<file path="src/inc/msc_defs.svh">
// Purpose: constants for the microstep current chopper
// Assumes: 250 MHz ref_clk, 4 ns period
// Notes: register offsets are word addresses on the plain register port
// Function
// - step input rising edge or soft step bit write advances the indexer.
// - direction pin xor invert bit picks forward or reverse sequencing.
// - after step mode change, next step lands on a state valid for new mode.
// - at threshold bridge stops for off time (min 500 ns), then restarts.
// - reference equals sine times amplitude divided by 256, 2.75 V full scale DAC.
// - sense gain selectable 5, 10, 20, 40; code 0 gives 5.
// - fast/slow in both modes; mixed and auto-mixed only with indexer.
// - fast decay reverses drive, then disables bridge near zero current.
// - slow decay turns on both low sides together.
// - mixed decay runs fast for fast-phase duration, then slow; here each trip goes slow, fast only after a table fall, timed by blkEff.
// - mixed decay uses slow when table current rises or stays.
// - auto-mixed samples at blank end; above trip goes fast, then slow.
// - below trip at blank end, stay on until trip, then fast decay as above, then slow.
// - trip level change ends cycle; raise turns on, lower starts fast.
// - comparator ignored for blanking after turn on; 1 us plus 20 ns steps, up to 6.1 us.
// - auto-mixed applies blanking after fast decay starts too.
// - adaptive blank halves blanking when table current below 30 percent.
// - gate peak source 50 to 200 mA; sink about twice source.
// - peak gate current only for drive duration, then weak hold.
// - low-side gate held low while high side turns on.
// - digital dead time from a field inserted between complementary switches.
// - peak drive duration never lengthens PWM cycle.
// - reset puts indexer at 45 degrees, both windings about 75 percent.
// - mode code 0 is full step, each increment halves, 8 is 1/256.
// - winding A follows sine of angle, winding B follows cosine.
`ifndef MSC_DEFS_SVH
`define MSC_DEFS_SVH
// ==========================================================
// register map (word index)
`define MSC_REG_CTRL 4'h0
`define MSC_REG_TORQUE 4'h1
`define MSC_REG_OFF 4'h2
`define MSC_REG_BLANK 4'h3
`define MSC_REG_DECAY 4'h4
`define MSC_REG_DRIVE 4'h5
`define MSC_REG_STAT 4'h6
// ==========================================================
// ctrl, blank, decay and drive field positions
`define MSC_CTRL_ENA 0
`define MSC_CTRL_INV 1
`define MSC_CTRL_STEP 2
`define MSC_CTRL_MODE_LSB 3
`define MSC_CTRL_GAIN_LSB 8
`define MSC_CTRL_DT_LSB 10
`define MSC_CTRL_PWMDIR 12
`define MSC_BLANK_ABT 8
`define MSC_DECAY_MODE_LSB 8
`define MSC_DRIVE_SRC_LSB 8
`define MSC_DRIVE_SINK_LSB 10
// ==========================================================
// reset values
`define MSC_CTRL_RST 16'h0001
`define MSC_TORQUE_RST 16'h00FF
`define MSC_OFF_RST 16'h0030
`define MSC_BLANK_RST 16'h0080
`define MSC_DECAY_RST 16'h0110
`define MSC_DRIVE_RST 16'h0000
`define MSC_HOME_ANGLE 10'h080
// ==========================================================
// timing: 250 MHz, 20 ns unit is 5 cycles
`define MSC_CLK_NS 4
`define MSC_UNIT_NS 20
`define MSC_UNIT_CYC (`MSC_UNIT_NS / `MSC_CLK_NS)
`define MSC_OFF_TIME_FIELD_MIN_NS 500
`define MSC_OFF_TIME_FIELD_MIN_CYC ((`MSC_OFF_TIME_FIELD_MIN_NS + `MSC_CLK_NS - 1) / `MSC_CLK_NS)
`define MSC_BLANK_MIN_NS 1000
`define MSC_BLANK_MIN_CYC (`MSC_BLANK_MIN_NS / `MSC_CLK_NS)
`define MSC_DT_UNIT_NS 400
`define MSC_DT_UNIT_CYC (`MSC_DT_UNIT_NS / `MSC_CLK_NS)
`define MSC_DRV_UNIT_NS 250
`define MSC_DRV_UNIT_CYC (`MSC_DRV_UNIT_NS / `MSC_CLK_NS)
`define MSC_LOW_CUR 8'h4D
`endif

</file>
<file path="src/inc/msc_pkg.sv">
// Purpose: types for the microstep current chopper
// Assumes: nothing beyond msc_defs.svh
// Notes: types only
package msc_pkg;
  // ==========================================================
  // pwm phase
  typedef enum logic [2:0] {
    MSC_ON = 3'b000,
    MSC_FAST = 3'b001,
    MSC_SLOW = 3'b010,
    MSC_AUTOFAST = 3'b011
  } msc_phase_t;
  // ==========================================================
  // decay select
  typedef enum logic [2:0] {
    MSC_DEC_SLOW = 3'b000,
    MSC_DEC_FAST = 3'b010,
    MSC_DEC_MIXED = 3'b011,
    MSC_DEC_AUTO = 3'b101
  } msc_decay_t;
endpackage : msc_pkg

</file>
<file path="src/hw/msc_chopper.sv">
// Purpose: indexer plus fixed-off-time chopper for two H-bridges
// Assumes: comparator and step inputs synchronous to ref_clk
// Notes: bridge gates driven with dead time and peak-drive windows
`timescale 1ns/1ps
`include "msc_defs.svh"
module msc_chopper #(
  parameter int REG_W = 16
) (
  input wire logic ref_clk,
  input wire logic arst_n,
  input wire logic [3:0] regAddr,
  input wire logic [REG_W-1:0] regWdata,
  input wire logic regWr,
  input wire logic regRd,
  output logic [REG_W-1:0] regRdata,
  input wire logic stepIn,
  input wire logic dirIn,
  input wire logic [1:0] pwmIn,
  input wire logic [1:0] tripCmp,
  input wire logic [1:0] zeroCmp,
  output logic [1:0] hiGate,
  output logic [1:0] loGate,
  output logic [1:0] hiGateB,
  output logic [1:0] loGateB,
  output logic [1:0] peakDrive,
  output logic [7:0] refA,
  output logic [7:0] refB,
  output logic refNegA,
  output logic refNegB,
  output logic [1:0] senseGain,
  output logic [1:0] peakSrc,
  output logic [1:0] peakSink
);
  initial begin
    if (REG_W != 16) $error("msc_chopper supports REG_W of 16 only");
  end
  // ==========================================================
  // registers
  logic [15:0] ctrl_r, torque_r, off_r, blank_r, decay_r, drive_r;
  logic [9:0] angle_r;
  logic stepIn_r;
  logic stepEv;
  assign stepEv = (stepIn & ~stepIn_r) |
    (regWr && regAddr == `MSC_REG_CTRL && regWdata[`MSC_CTRL_STEP]);
  always_ff @(posedge ref_clk or negedge arst_n) begin
    if (!arst_n) begin
      ctrl_r <= `MSC_CTRL_RST;
      torque_r <= `MSC_TORQUE_RST;
      off_r <= `MSC_OFF_RST;
      blank_r <= `MSC_BLANK_RST;
      decay_r <= `MSC_DECAY_RST;
      drive_r <= `MSC_DRIVE_RST;
    end else if (regWr) begin
      if (regAddr == `MSC_REG_CTRL) begin
        ctrl_r <= regWdata & ~(16'h0001 << `MSC_CTRL_STEP);
      end else if (regAddr == `MSC_REG_TORQUE) begin
        torque_r <= regWdata & 16'h00FF;
      end else if (regAddr == `MSC_REG_OFF) begin
        off_r <= regWdata & 16'h00FF;
      end else if (regAddr == `MSC_REG_BLANK) begin
        blank_r <= regWdata & 16'h01FF;
      end else if (regAddr == `MSC_REG_DECAY) begin
        decay_r <= regWdata & 16'h07FF;
      end else if (regAddr == `MSC_REG_DRIVE) begin
        drive_r <= regWdata & 16'h0FFF;
      end
    end
  end
  logic [3:0] mode;
  logic [2:0] decSel;
  assign mode = ctrl_r[`MSC_CTRL_MODE_LSB +: 4];
  assign decSel = decay_r[`MSC_DECAY_MODE_LSB +: 3];
  // ==========================================================
  // indexer
  function automatic logic [9:0] stride(input logic [3:0] m);
    stride = (m > 4'h8) ? 10'h001 : 10'(10'h100 >> m);
  endfunction
  logic fwd;
  assign fwd = dirIn ^ ctrl_r[`MSC_CTRL_INV];
  logic [9:0] st, base, ang_nxt;
  always_comb begin
    st = stride(mode);
    // full step sits on odd multiples of 45 degrees
    base = (mode == 4'h0) ? 10'h080 : 10'h000;
    // snap to the new mode grid before stepping
    if (fwd) ang_nxt = (((angle_r - base) & ~(st - 10'h001)) + base + st);
    else ang_nxt = ((((angle_r - base) + st - 10'h001) & ~(st - 10'h001)) + base - st);
  end
  always_ff @(posedge ref_clk or negedge arst_n) begin
    if (!arst_n) begin
      stepIn_r <= 1'b0;
      angle_r <= `MSC_HOME_ANGLE;
    end else begin
      stepIn_r <= stepIn;
      if (stepEv && ctrl_r[`MSC_CTRL_ENA]) angle_r <= ang_nxt;
    end
  end
  // quarter-wave sine, 257 points, 0..256 scaled to 255
  function automatic logic [7:0] sinq(input logic [7:0] a);
    logic [8:0] x;
    logic [17:0] y;
    x = {1'b0, a};
    // parabola fit keeps the table out of a lookup file
    y = 18'(x * (9'h1FF - x));
    sinq = (a >= 8'hFF) ? 8'hFF : y[15:8];
  endfunction
  function automatic logic [8:0] sinSigned(input logic [9:0] a);
    logic [7:0] q;
    logic [7:0] p;
    p = a[8] ? 8'(9'h100 - {1'b0, a[7:0]}) : a[7:0];
    q = (a[8] && a[7:0] == 8'h00) ? 8'hFF : sinq(p);
    sinSigned = {a[9], q};
  endfunction
  logic [8:0] sA, sB;
  assign sA = sinSigned(angle_r);
  assign sB = sinSigned(10'(angle_r + 10'h100));
  logic [15:0] prodA, prodB;
  assign prodA = 16'(sA[7:0] * torque_r[7:0]);
  assign prodB = 16'(sB[7:0] * torque_r[7:0]);
  logic [7:0] refA_nxt, refB_nxt;
  assign refA_nxt = ctrl_r[`MSC_CTRL_MODE_LSB +: 4] == 4'h0 && 1'b0 ? 8'h00 : prodA[15:8];
  assign refB_nxt = prodB[15:8];
  always_ff @(posedge ref_clk or negedge arst_n) begin
    if (!arst_n) begin
      refA <= 8'h00;
      refB <= 8'h00;
      refNegA <= 1'b0;
      refNegB <= 1'b0;
      senseGain <= 2'b00;
      peakSrc <= 2'b00;
      peakSink <= 2'b00;
    end else begin
      refA <= refA_nxt;
      refB <= refB_nxt;
      refNegA <= sA[8];
      refNegB <= sB[8];
      senseGain <= ctrl_r[`MSC_CTRL_GAIN_LSB +: 2];
      peakSrc <= drive_r[`MSC_DRIVE_SRC_LSB +: 2];
      peakSink <= drive_r[`MSC_DRIVE_SINK_LSB +: 2];
    end
  end
  // ==========================================================
  // chopper per bridge
  logic [15:0] offCyc, blankCyc, fastCyc, dtCyc, drvCyc;
  assign offCyc = 16'(`MSC_OFF_TIME_FIELD_MIN_CYC + off_r[7:0] * 8'(`MSC_OFF_TIME_FIELD_MIN_CYC));
  assign blankCyc = 16'(`MSC_BLANK_MIN_CYC + blank_r[7:0] * 8'(`MSC_UNIT_CYC));
  assign fastCyc = 16'((decay_r[7:0] + 8'h01) * 8'(`MSC_OFF_TIME_FIELD_MIN_CYC));
  assign dtCyc = 16'((ctrl_r[`MSC_CTRL_DT_LSB +: 2] + 2'h1) * 8'(`MSC_DT_UNIT_CYC));
  assign drvCyc = 16'((drive_r[1:0] + 2'h1) * 8'(`MSC_DRV_UNIT_CYC));
  logic indexer;
  assign indexer = ctrl_r[`MSC_CTRL_ENA];
  msc_pkg::msc_phase_t ph_r [2];
  logic [15:0] tmr_r [2];
  logic [15:0] blk_r [2];
  logic [7:0] lvl_r [2];
  logic [1:0] drvDir;
  assign drvDir = indexer ? {refNegB, refNegA} : {1'b0, 1'b0};
  genvar gi;
  generate
    for (gi = 0; gi < 2; gi++) begin : g_br
      logic [7:0] lvl;
      logic rising;
      logic [15:0] blkEff;
      logic [2:0] dsel;
      assign lvl = (gi == 0) ? refA : refB;
      assign rising = lvl >= lvl_r[gi];
      assign blkEff = (blank_r[`MSC_BLANK_ABT] && lvl < `MSC_LOW_CUR) ?
        (blankCyc >> 1) : blankCyc;
      // mixed modes fall back to slow outside indexer operation
      assign dsel = (!indexer && (decSel == msc_pkg::MSC_DEC_MIXED ||
        decSel == msc_pkg::MSC_DEC_AUTO)) ? 3'(msc_pkg::MSC_DEC_SLOW) : decSel;
      always_ff @(posedge ref_clk or negedge arst_n) begin
        if (!arst_n) begin
          ph_r[gi] <= msc_pkg::MSC_ON;
          tmr_r[gi] <= 16'h0000;
          blk_r[gi] <= 16'h0000;
          lvl_r[gi] <= 8'h00;
        end else begin
          lvl_r[gi] <= lvl;
          if (blk_r[gi] != 16'h0000) blk_r[gi] <= blk_r[gi] - 16'h0001;
          if (tmr_r[gi] != 16'h0000) tmr_r[gi] <= tmr_r[gi] - 16'h0001;
          if (!indexer && !pwmIn[gi]) begin
            ph_r[gi] <= msc_pkg::MSC_SLOW;
            tmr_r[gi] <= 16'h0000;
          end else if (indexer && lvl != lvl_r[gi]) begin
            if (lvl > lvl_r[gi]) begin
              ph_r[gi] <= msc_pkg::MSC_ON;
              blk_r[gi] <= blkEff;
            end else begin
              ph_r[gi] <= msc_pkg::MSC_FAST;
              tmr_r[gi] <= offCyc;
              blk_r[gi] <= blkEff;
            end
          end else begin
            case (ph_r[gi])
              msc_pkg::MSC_ON: begin
                if (blk_r[gi] == 16'h0000 && tripCmp[gi]) begin
                  tmr_r[gi] <= offCyc;
                  if (dsel == msc_pkg::MSC_DEC_AUTO) begin
                    ph_r[gi] <= msc_pkg::MSC_AUTOFAST;
                    blk_r[gi] <= blkEff;
                  end else if (dsel == msc_pkg::MSC_DEC_FAST ||
                    (dsel == msc_pkg::MSC_DEC_MIXED && !rising)) begin
                    ph_r[gi] <= msc_pkg::MSC_FAST;
                    blk_r[gi] <= fastCyc;
                  end else begin
                    ph_r[gi] <= msc_pkg::MSC_SLOW;
                  end
                end
              end
              msc_pkg::MSC_FAST: begin
                if (tmr_r[gi] <= 16'h0001) begin
                  ph_r[gi] <= msc_pkg::MSC_ON;
                  blk_r[gi] <= blkEff;
                end else if (dsel == msc_pkg::MSC_DEC_MIXED && blk_r[gi] <= 16'h0001) begin
                  ph_r[gi] <= msc_pkg::MSC_SLOW;
                end
              end
              msc_pkg::MSC_AUTOFAST: begin
                if (tmr_r[gi] <= 16'h0001) begin
                  ph_r[gi] <= msc_pkg::MSC_ON;
                  blk_r[gi] <= blkEff;
                end else if (blk_r[gi] == 16'h0000 && !tripCmp[gi]) begin
                  ph_r[gi] <= msc_pkg::MSC_SLOW;
                end
              end
              default: begin
                if (tmr_r[gi] <= 16'h0001) begin
                  ph_r[gi] <= msc_pkg::MSC_ON;
                  blk_r[gi] <= blkEff;
                end
              end
            endcase
          end
        end
      end
    end
  endgenerate
  // ==========================================================
  // gate decode with dead time and peak window
  logic [3:0] want [2];
  logic [3:0] gat_r [2];
  logic [15:0] dt_r [2];
  logic [15:0] pk_r [2];
  always_comb begin
    for (int i = 0; i < 2; i++) begin
      // order {hi1, lo1, hi2, lo2}; dir picks which diagonal drives
      case (ph_r[i])
        msc_pkg::MSC_ON: want[i] = drvDir[i] ? 4'b0110 : 4'b1001;
        msc_pkg::MSC_FAST, msc_pkg::MSC_AUTOFAST:
          want[i] = zeroCmp[i] ? 4'b0000 : (drvDir[i] ? 4'b1001 : 4'b0110);
        default: want[i] = 4'b0101;
      endcase
    end
  end
  always_ff @(posedge ref_clk or negedge arst_n) begin
    if (!arst_n) begin
      for (int i = 0; i < 2; i++) begin
        gat_r[i] <= 4'b0000;
        dt_r[i] <= 16'h0000;
        pk_r[i] <= 16'h0000;
      end
    end else begin
      for (int i = 0; i < 2; i++) begin
        if (pk_r[i] != 16'h0000) pk_r[i] <= pk_r[i] - 16'h0001;
        if (want[i] != gat_r[i]) begin
          if ((gat_r[i] & ~want[i]) != 4'b0000) begin
            // turn-offs go first, then wait dead time
            gat_r[i] <= gat_r[i] & want[i];
            dt_r[i] <= dtCyc;
            pk_r[i] <= drvCyc;
          end else if (dt_r[i] <= 16'h0001) begin
            gat_r[i] <= want[i];
            pk_r[i] <= drvCyc;
            dt_r[i] <= 16'h0000;
          end else begin
            dt_r[i] <= dt_r[i] - 16'h0001;
          end
        end else if (dt_r[i] != 16'h0000) begin
          dt_r[i] <= dt_r[i] - 16'h0001;
        end
      end
    end
  end
  always_ff @(posedge ref_clk or negedge arst_n) begin
    if (!arst_n) begin
      hiGate <= 2'b00;
      loGate <= 2'b00;
      hiGateB <= 2'b00;
      loGateB <= 2'b00;
      peakDrive <= 2'b00;
    end else begin
      for (int i = 0; i < 2; i++) begin
        hiGate[i] <= gat_r[i][3];
        loGate[i] <= gat_r[i][2] & ~gat_r[i][3];
        hiGateB[i] <= gat_r[i][1];
        loGateB[i] <= gat_r[i][0] & ~gat_r[i][1];
        peakDrive[i] <= pk_r[i] != 16'h0000;
      end
    end
  end
  // ==========================================================
  // read port
  always_ff @(posedge ref_clk or negedge arst_n) begin
    if (!arst_n) begin
      regRdata <= 16'h0000;
    end else if (regRd) begin
      if (regAddr == `MSC_REG_CTRL) regRdata <= ctrl_r;
      else if (regAddr == `MSC_REG_TORQUE) regRdata <= torque_r;
      else if (regAddr == `MSC_REG_OFF) regRdata <= off_r;
      else if (regAddr == `MSC_REG_BLANK) regRdata <= blank_r;
      else if (regAddr == `MSC_REG_DECAY) regRdata <= decay_r;
      else if (regAddr == `MSC_REG_DRIVE) regRdata <= drive_r;
      else if (regAddr == `MSC_REG_STAT) regRdata <= {3'b000, ph_r[1], ph_r[0], angle_r[6:0]};
      else regRdata <= 16'h0000;
    end else begin
      regRdata <= 16'h0000;
    end
  end
  // ==========================================================
  // checks
  a_home_reset: assert property (@(posedge ref_clk) $rose(arst_n) |-> angle_r == `MSC_HOME_ANGLE)
    else $error("angle not home after reset");
  a_step_moves: assert property (@(posedge ref_clk) disable iff (!arst_n)
    stepEv && indexer |=> angle_r != $past(angle_r)) else $error("step lost");
  a_fwd_dir: assert property (@(posedge ref_clk) disable iff (!arst_n)
    stepEv && indexer && fwd && mode == 4'h8 |=> angle_r == 10'($past(angle_r) + 10'h001))
    else $error("forward step wrong");
  a_slow_lows: assert property (@(posedge ref_clk) disable iff (!arst_n)
    ph_r[0] == msc_pkg::MSC_SLOW |-> want[0] == 4'b0101) else $error("slow decay gates");
  a_no_shoot: assert property (@(posedge ref_clk) disable iff (!arst_n)
    !(gat_r[0][3] && gat_r[0][2])) else $error("shoot through");
  a_blank_hold: assert property (@(posedge ref_clk) disable iff (!arst_n)
    indexer && ph_r[0] == msc_pkg::MSC_ON && blk_r[0] > 16'h0001 && lvl_r[0] == refA
    ##1 indexer && lvl_r[0] == refA
    |-> ph_r[0] == msc_pkg::MSC_ON) else $error("trip seen in blanking");
  a_trip_off: assert property (@(posedge ref_clk) disable iff (!arst_n)
    indexer && ph_r[0] == msc_pkg::MSC_ON && blk_r[0] == 16'h0000 && tripCmp[0]
    && refA == lvl_r[0] |=> ph_r[0] != msc_pkg::MSC_ON && tmr_r[0] == offCyc)
    else $error("trip not chopped");
  a_dead_gap: assert property (@(posedge ref_clk) disable iff (!arst_n)
    $fell(gat_r[0][2]) |=> !gat_r[0][3]) else $error("no dead time");
  c_step: cover property (@(posedge ref_clk) stepEv);
  c_fast: cover property (@(posedge ref_clk) ph_r[0] == msc_pkg::MSC_FAST);
  c_auto: cover property (@(posedge ref_clk) ph_r[1] == msc_pkg::MSC_AUTOFAST);
endmodule : msc_chopper

</file>
<file path="config.mk">
export PLATFORM = sky130hd
export DESIGN_NAME = msc_chopper
export DESIGN_NICKNAME = d
export VERILOG_FILES = /design/src/inc/msc_pkg.sv /design/src/hw/msc_chopper.sv
export VERILOG_INCLUDE_DIRS = /design/src /design/src/inc
export SDC_FILE = /design/constraint.sdc
export NUM_CORES = 1
export LEC_CHECK = 0
export ABC_AREA = 1
export BUFFER_PORTS_ARGS = -buffer_cell sky130_fd_sc_hd__clkbuf_2
export CAP_MARGIN = 10
export CORE_MARGIN = 8
export CORE_UTILIZATION = 32
export CTS_BUF_LIST = sky130_fd_sc_hd__clkbuf_16
export DETAILED_ROUTE_END_ITERATION = 7
export PLACE_DENSITY = 0.57
export SLEW_MARGIN = 10
export SYNTH_ARGS = -nofsm -noshare
export SYNTH_HDL_FRONTEND = slang
export SYNTH_SLANG_ARGS = --single-unit
</file>
<file path="constraint.sdc">
create_clock -name ref_clk -period 27.1 [get_ports ref_clk]
set_clock_uncertainty 0.1 [all_clocks]
set_input_delay 6.775 -clock ref_clk [delete_from_list [all_inputs] [get_ports ref_clk]]
set_output_delay 6.775 -clock ref_clk [all_outputs]
set_load 0.005 [all_outputs]
</file>
# Yosys cells after proc, flatten, opt, wreduce, memory -nomap -nowiden
# Index checks and enable logic that the tools add are counted.
# word_totals
out_inout_bits	50
ff_bits	282
word_cells	304
inputBits	32
# classes
n_mux	101
reduce_logical	66
add_sub_neg	26
eq_ne	25
n_bitwise	26
order_cmp	15
multipliers	9
n_shift	1
# ops
cell	n
two-way mux 16 bit	46
nonzero test 16 bit	8
subtractor 16 x 1 -> 16 bit, second input constant	8
less-or-equal comparator 16 x 1 -> 1 bit, second input constant	6
two-way mux 13 bit	6
two-way mux 8 bit	7
two-way mux 3 bit	17
two-way mux 4 bit	10
zero test 16 bit	2
multiplier 8 x 8 -> 16 bit	2
multiplier 9 x 10 -> 16 bit	2
two-way mux 12 bit	2
adder 10 bit	2
adder 10 x 8 -> 10 bit	2
AND 10 bit	2
logical AND 1 bit	20
two-way mux 10 bit	2
!= test 5 bit, second input constant	4
subtractor 10 x 1 -> 10 bit, second input constant	2
subtractor 9 x 8 -> 10 bit, first input constant	2
case mux 3 bit (3 select lines)	2
adder 7 x 15 -> 16 bit, first input constant	1
AND 4 bit	4
>= comparator 8 bit	2
other kinds (49)	108

# Logic depth before layout (Yosys ltp)
# logic_depth
depth_word	13
mapped_depth	47
depth_no_buf	46

# Least setup slack after synthesis
# Ideal clock, no wire load.
# synth_path
kind	input port to flip-flop
startpoint	input port zeroCmp[0]
endpoint	register dt_r[27] in the netlist's numbering
path_stages	13
slack_ns	18.331
setup_ns	0.077
arrival_ns	8.592
required_ns	26.923
n_path_buf	1
path_cell_list	nor2_1 inv_1 nand2_1 o21ai_0 inv_1 nor2_1 ha_1 nor4_1 nand3_1 nand2_1 clkbuf_1 o21ai_0 a21oi_1
# synth_via
elab_chain_len	7
elab_cells_between_ends	9
cone_classes	eq/ne (1); mux (4); bitwise (2); reduce/logical (2)
# synth_rtl
element	line_no	rtl
start, declared	msc_chopper.sv:20	input wire logic [1:0] zeroCmp,
two-way mux 4 bit (*)	msc_chopper.sv:251	want[i] = zeroCmp[i] ? 4'b0000 : (drvDir[i] ? 4'b1001 : 4'b0110);
case mux 4 bit (2 select lines) (*)	msc_chopper.sv:248	case (ph_r[i])
inverter 4 bit	msc_chopper.sv:267	if ((gat_r[i] & ~want[i]) != 4'b0000) begin
AND 4 bit	msc_chopper.sv:267	
nonzero test 4 bit	msc_chopper.sv:267	
two-way mux 16 bit	msc_chopper.sv:267	
two-way mux 16 bit	msc_chopper.sv:266	if (want[i] != gat_r[i]) begin
end signal, assigned by index	msc_chopper.sv:270	dt_r[i] <= dtCyc;
end signal, assigned by index	msc_chopper.sv:277	dt_r[i] <= dt_r[i] - 16'h0001;
end signal, assigned by index	msc_chopper.sv:280	dt_r[i] <= dt_r[i] - 16'h0001;
end, declared	msc_chopper.sv:243	logic [15:0] dt_r [2];
# Every way passes the cells marked *; elsewhere a longest branch is shown, timed or not.
# A chain may end at the register's enable or synchronous reset.

# Worst setup path in the final report
# layout_path
startpoint	register angle_r[0]
endpoint	register refB[6]
# layout_via
elab_chain_len	8
elab_cells_between_ends	11
cone_classes	add/sub (3); mul (2); order compare (1); mux (3); reduce/logical (2)
# layout_rtl
element	line_no	rtl
start, declared	msc_chopper.sv:40	logic [9:0] angle_r;
start signal, assigned	msc_chopper.sv:92	angle_r <= `MSC_HOME_ANGLE;
start signal, assigned	msc_chopper.sv:95	if (stepEv && ctrl_r[`MSC_CTRL_ENA]) angle_r <= ang_nxt;
adder 10 x 9 -> 10 bit (*)	msc_chopper.sv:116	assign sB = sinSigned(10'(angle_r + 10'h100));
subtractor 1 x 8 -> 8 bit	msc_chopper.sv:110	p = a[8] ? 8'(9'h100 - {1'b0, a[7:0]}) : a[7:0];
two-way mux 8 bit	msc_chopper.sv:110	
subtractor 9 x 8 -> 10 bit	msc_chopper.sv:104	y = 18'(x * (9'h1FF - x));
multiplier 9 x 10 -> 16 bit	msc_chopper.sv:104	
two-way mux 8 bit	msc_chopper.sv:105	sinq = (a >= 8'hFF) ? 8'hFF : y[15:8];
two-way mux 8 bit (*)	msc_chopper.sv:111	q = (a[8] && a[7:0] == 8'h00) ? 8'hFF : sinq(p);
multiplier 8 x 8 -> 16 bit (*)	msc_chopper.sv:119	assign prodB = 16'(sB[7:0] * torque_r[7:0]);
named net prodB[14]	msc_chopper.sv:117	logic [15:0] prodA, prodB;
end signal, assigned	msc_chopper.sv:134	refB <= refB_nxt;
end, declared	msc_chopper.sv:27	output logic [7:0] refB,
# The timed path passes the listed nets; every way through them passes the cells marked *.

==> results_dict.tcl <==
set metrics [dict create \
    outcome "completed" \
    dr.pass1.iters 5 \
    synth_flop_cell "dfrtp_1" \
    track_usage 0.1567 \
    rr_worst_depth 40 \
    diodes 0 \
    routed_wl_um 79770 \
    viasPerCell 4.841 \
    whs_path_depth 0 \
    synth_xor_area_frac 0.04110 \
    via_count 25010 \
    post_cts_resized 0 \
    ios 82 \
    rsz0062_at_grt "false" \
    synth.avg_cell_area_sq_um 7.559 \
    ant_nets 0 \
    cts_tree "done" \
    syn_to_final_growth_pct 9.728 \
    async_flop_share 1.000 \
    slowest_stage "fa_1" \
    critPathKind "reg2reg" \
    hold_buffers 0 \
    synth_top_family_by_area "adder cells" \
    synth-compound-area-share 0.1126 \
    dp_cells 5099 \
    core_sq_um 91390 \
    cts_buffers 37 \
    crit_required_ps 27430 \
    drv_cap 0 \
    fin_crit_ps 9935 \
    yosysWarnings 0 \
    ys_ff_latch 280 \
    synthAdderAreaFrac 0.2762 \
    cts_buffer_depth 3 \
    netlist.area_leader.share 0.2257 \
    place_hpwl_um 63820 \
    yosysUniqueCellTypes 64 \
    clk_latency_ps 560 \
    gp_congestion 0.8857 \
    worstMarginPinSlew_ps 1017 \
    cp_data_arrival_time_ps 10260 \
    root_buffer "clkbuf_16" \
    drt_iter0_drc 1840 \
    first_global_vias 24730 \
    cp_max_fo 23 \
    final.setup.tns_ps 0 \
    fin_ws_ps 17170 \
    slowest_delay_ps 570 \
    dieArea_sq_um 101800 \
    yosysMostFrequentCell "nand2_1" \
    routedWlPerCell_um 15.44 \
    period_share 0.3666 \
    relSlewSlack 0.3214 \
    die_h_um 319.0 \
    synth_top_area_cell "dfrtp_1" \
    synth_area_leaders "dfrtp_1 23%, ha_1 14%, fa_1 13%" \
    worst_setup_path_end_kind "register" \
    grt_max_degree 111 \
    startpoint_type "register" \
    synth.yosys.seq_area_share 0.2392 \
    synth_area_sq_um 29380 \
    grt_pass1_wl_um 132100 \
    clock-sinks 280 \
    drive_above_1_share 0.06407 \
    synth_edf_count 0 \
    synthTopCellsByCount "775 x nand2_1, 706 x inv_1, 418 x nor2_1" \
    final-setup-viol-count 0 \
    fp.dieW_um 319.0 \
    finish.utilization 0.3527 \
    clk_pin_slew_ps 60 \
    hold_path.class "reg2reg" \
    start_util 0.3214 \
    nFillCells 9632 \
    antenna_found_initial 1 \
    hold_viol 0 \
    finalNonFillerCells 5166 \
    drc 0 \
    maxSlewViolCount 0 \
    numPortBuffers 81 \
    synthCells 3886 \
    post-cts-setup-buffers 0 \
    grt_overflow 0 \
    final_nets 4516 \
    dp_worst_setup_slack_ps 16760 \
    htreeDepth 2 \
    synth.area.mux_share 0.0003833 \
    synthSimpleGateAreaFrac 0.2268 \
    rows 111 \
    max_freq_mhz 100.7 \
]
==> metrics by stage <==
stage,cell area [sq um],hold WS [ps]
2_1_floorplan,29380,274.4
3_3_place_gp,31030,293.4
3_5_place_dp,31030,290.7
4_1_cts,32230,309.8
5_1_grt,32230,331.2
6_report,32230,311.7
==> worst paths after layout <==
check | start | end | slack [ps]
min reg2reg | ctrl_r[9]$_DFFE_PN0P_ | senseGain[1]$_DFF_PN0_ | 310
min | ctrl_r[9]$_DFFE_PN0P_ | senseGain[1]$_DFF_PN0_ | 310
max | angle_r[0]$_DFFE_PN0P_ | refB[6]$_DFF_PN0_ | 17170
min in group asynchronous | arst_n | tmr_r[15]$_DFF_PN0_ | 6160
max in group asynchronous | arst_n | pk_r[29]$_DFF_PN0_ | 19310
max reg2reg | angle_r[0]$_DFFE_PN0P_ | refB[6]$_DFF_PN0_ | 17170
==> cell type report <==
type	instances	area [sq um]	area share
inverters	727	2731	0.08474
repair buffers	89	475.5	0.01475
flip-flops and latches	280	7025	0.2180
clock buffers	37	925.9	0.02872
multi-input cells	2817	19320	0.5993
well taps	1186	1484	0.04604
clock inverters	30	275.3	0.008540
==> placed cells by master (no fill, tap or decap), types with 10 or more instances in the layout <==
cell type / synthesis / final
nand2_2: 17 / 17
xnor2_1: 31 / 31
nor3_1: 40 / 40
nand3_1: 172 / 172
clkbuf_16: 0 / 37
o211ai_1: 33 / 33
clkbuf_2: 0 / 80
dfstp_2: 15 / 15
xor2_1: 105 / 105
inv_2: 10 / 10
nand2_1: 775 / 775
nor4_1: 16 / 16
clkinv_1: 10 / 19
inv_1: 706 / 710
a21oi_1: 178 / 178
nand3_2: 12 / 12
fa_1: 194 / 194
a21o_1: 10 / 10
or2_2: 14 / 14
nand4_1: 45 / 45
ha_1: 338 / 338
a211oi_1: 17 / 17
o21ai_0: 254 / 254
nor2_1: 418 / 418
a31oi_1: 16 / 16
o22ai_1: 13 / 13
dfrtp_1: 265 / 265
==> state kept, by name, indices dropped and copies added (netlist names), 9 cells and up <==
signal	flops
drive_r	12
tmr_r	32
dt_r	32
ctrl_r	15
regRdata	16
blk_r	32
decay_r	11
blank_r	9
angle_r	10
lvl_r	16
pk_r	32
==> worst max-delay path: cells and delay by family, from the launching register on <==
family                   cells  cell delay [ps]
flip-flops                   1              360
AND/OR/NAND/NOR             13             1770
adder cells (fa/ha/maj)     11             5020
buffers and inverters        8             1130
XOR/XNOR                     2              260
AO/OA/AOI/OAI                6             1150
==> cell families (layout without fill, tap and decap cells) <==
family,Yosys count,in the layout
and+or+nand+nor,1559,1559
buffers and inverters,791,883
AOI/OAI and AO/OA,584,584
adders and majority gates,532,532
DFF,280,280
xor gates and xnor gates,137,137
other,2,4
muxes,1,1
==> per-layer routing <==
metal / vias up / part of all wire / track usage
met5: - / 0 / 0
met4: 0 / 0.023 / 0.03948
met3: 131 / 0.063 / 0.03065
met2: 577 / 0.43 / 0.2444
met1: 11780 / 0.48 / 0.2220
li1: 12520 / - / -
Power is not shown: default switching activity piles up to over one toggle a cycle in this logic, so the estimate is an artifact.
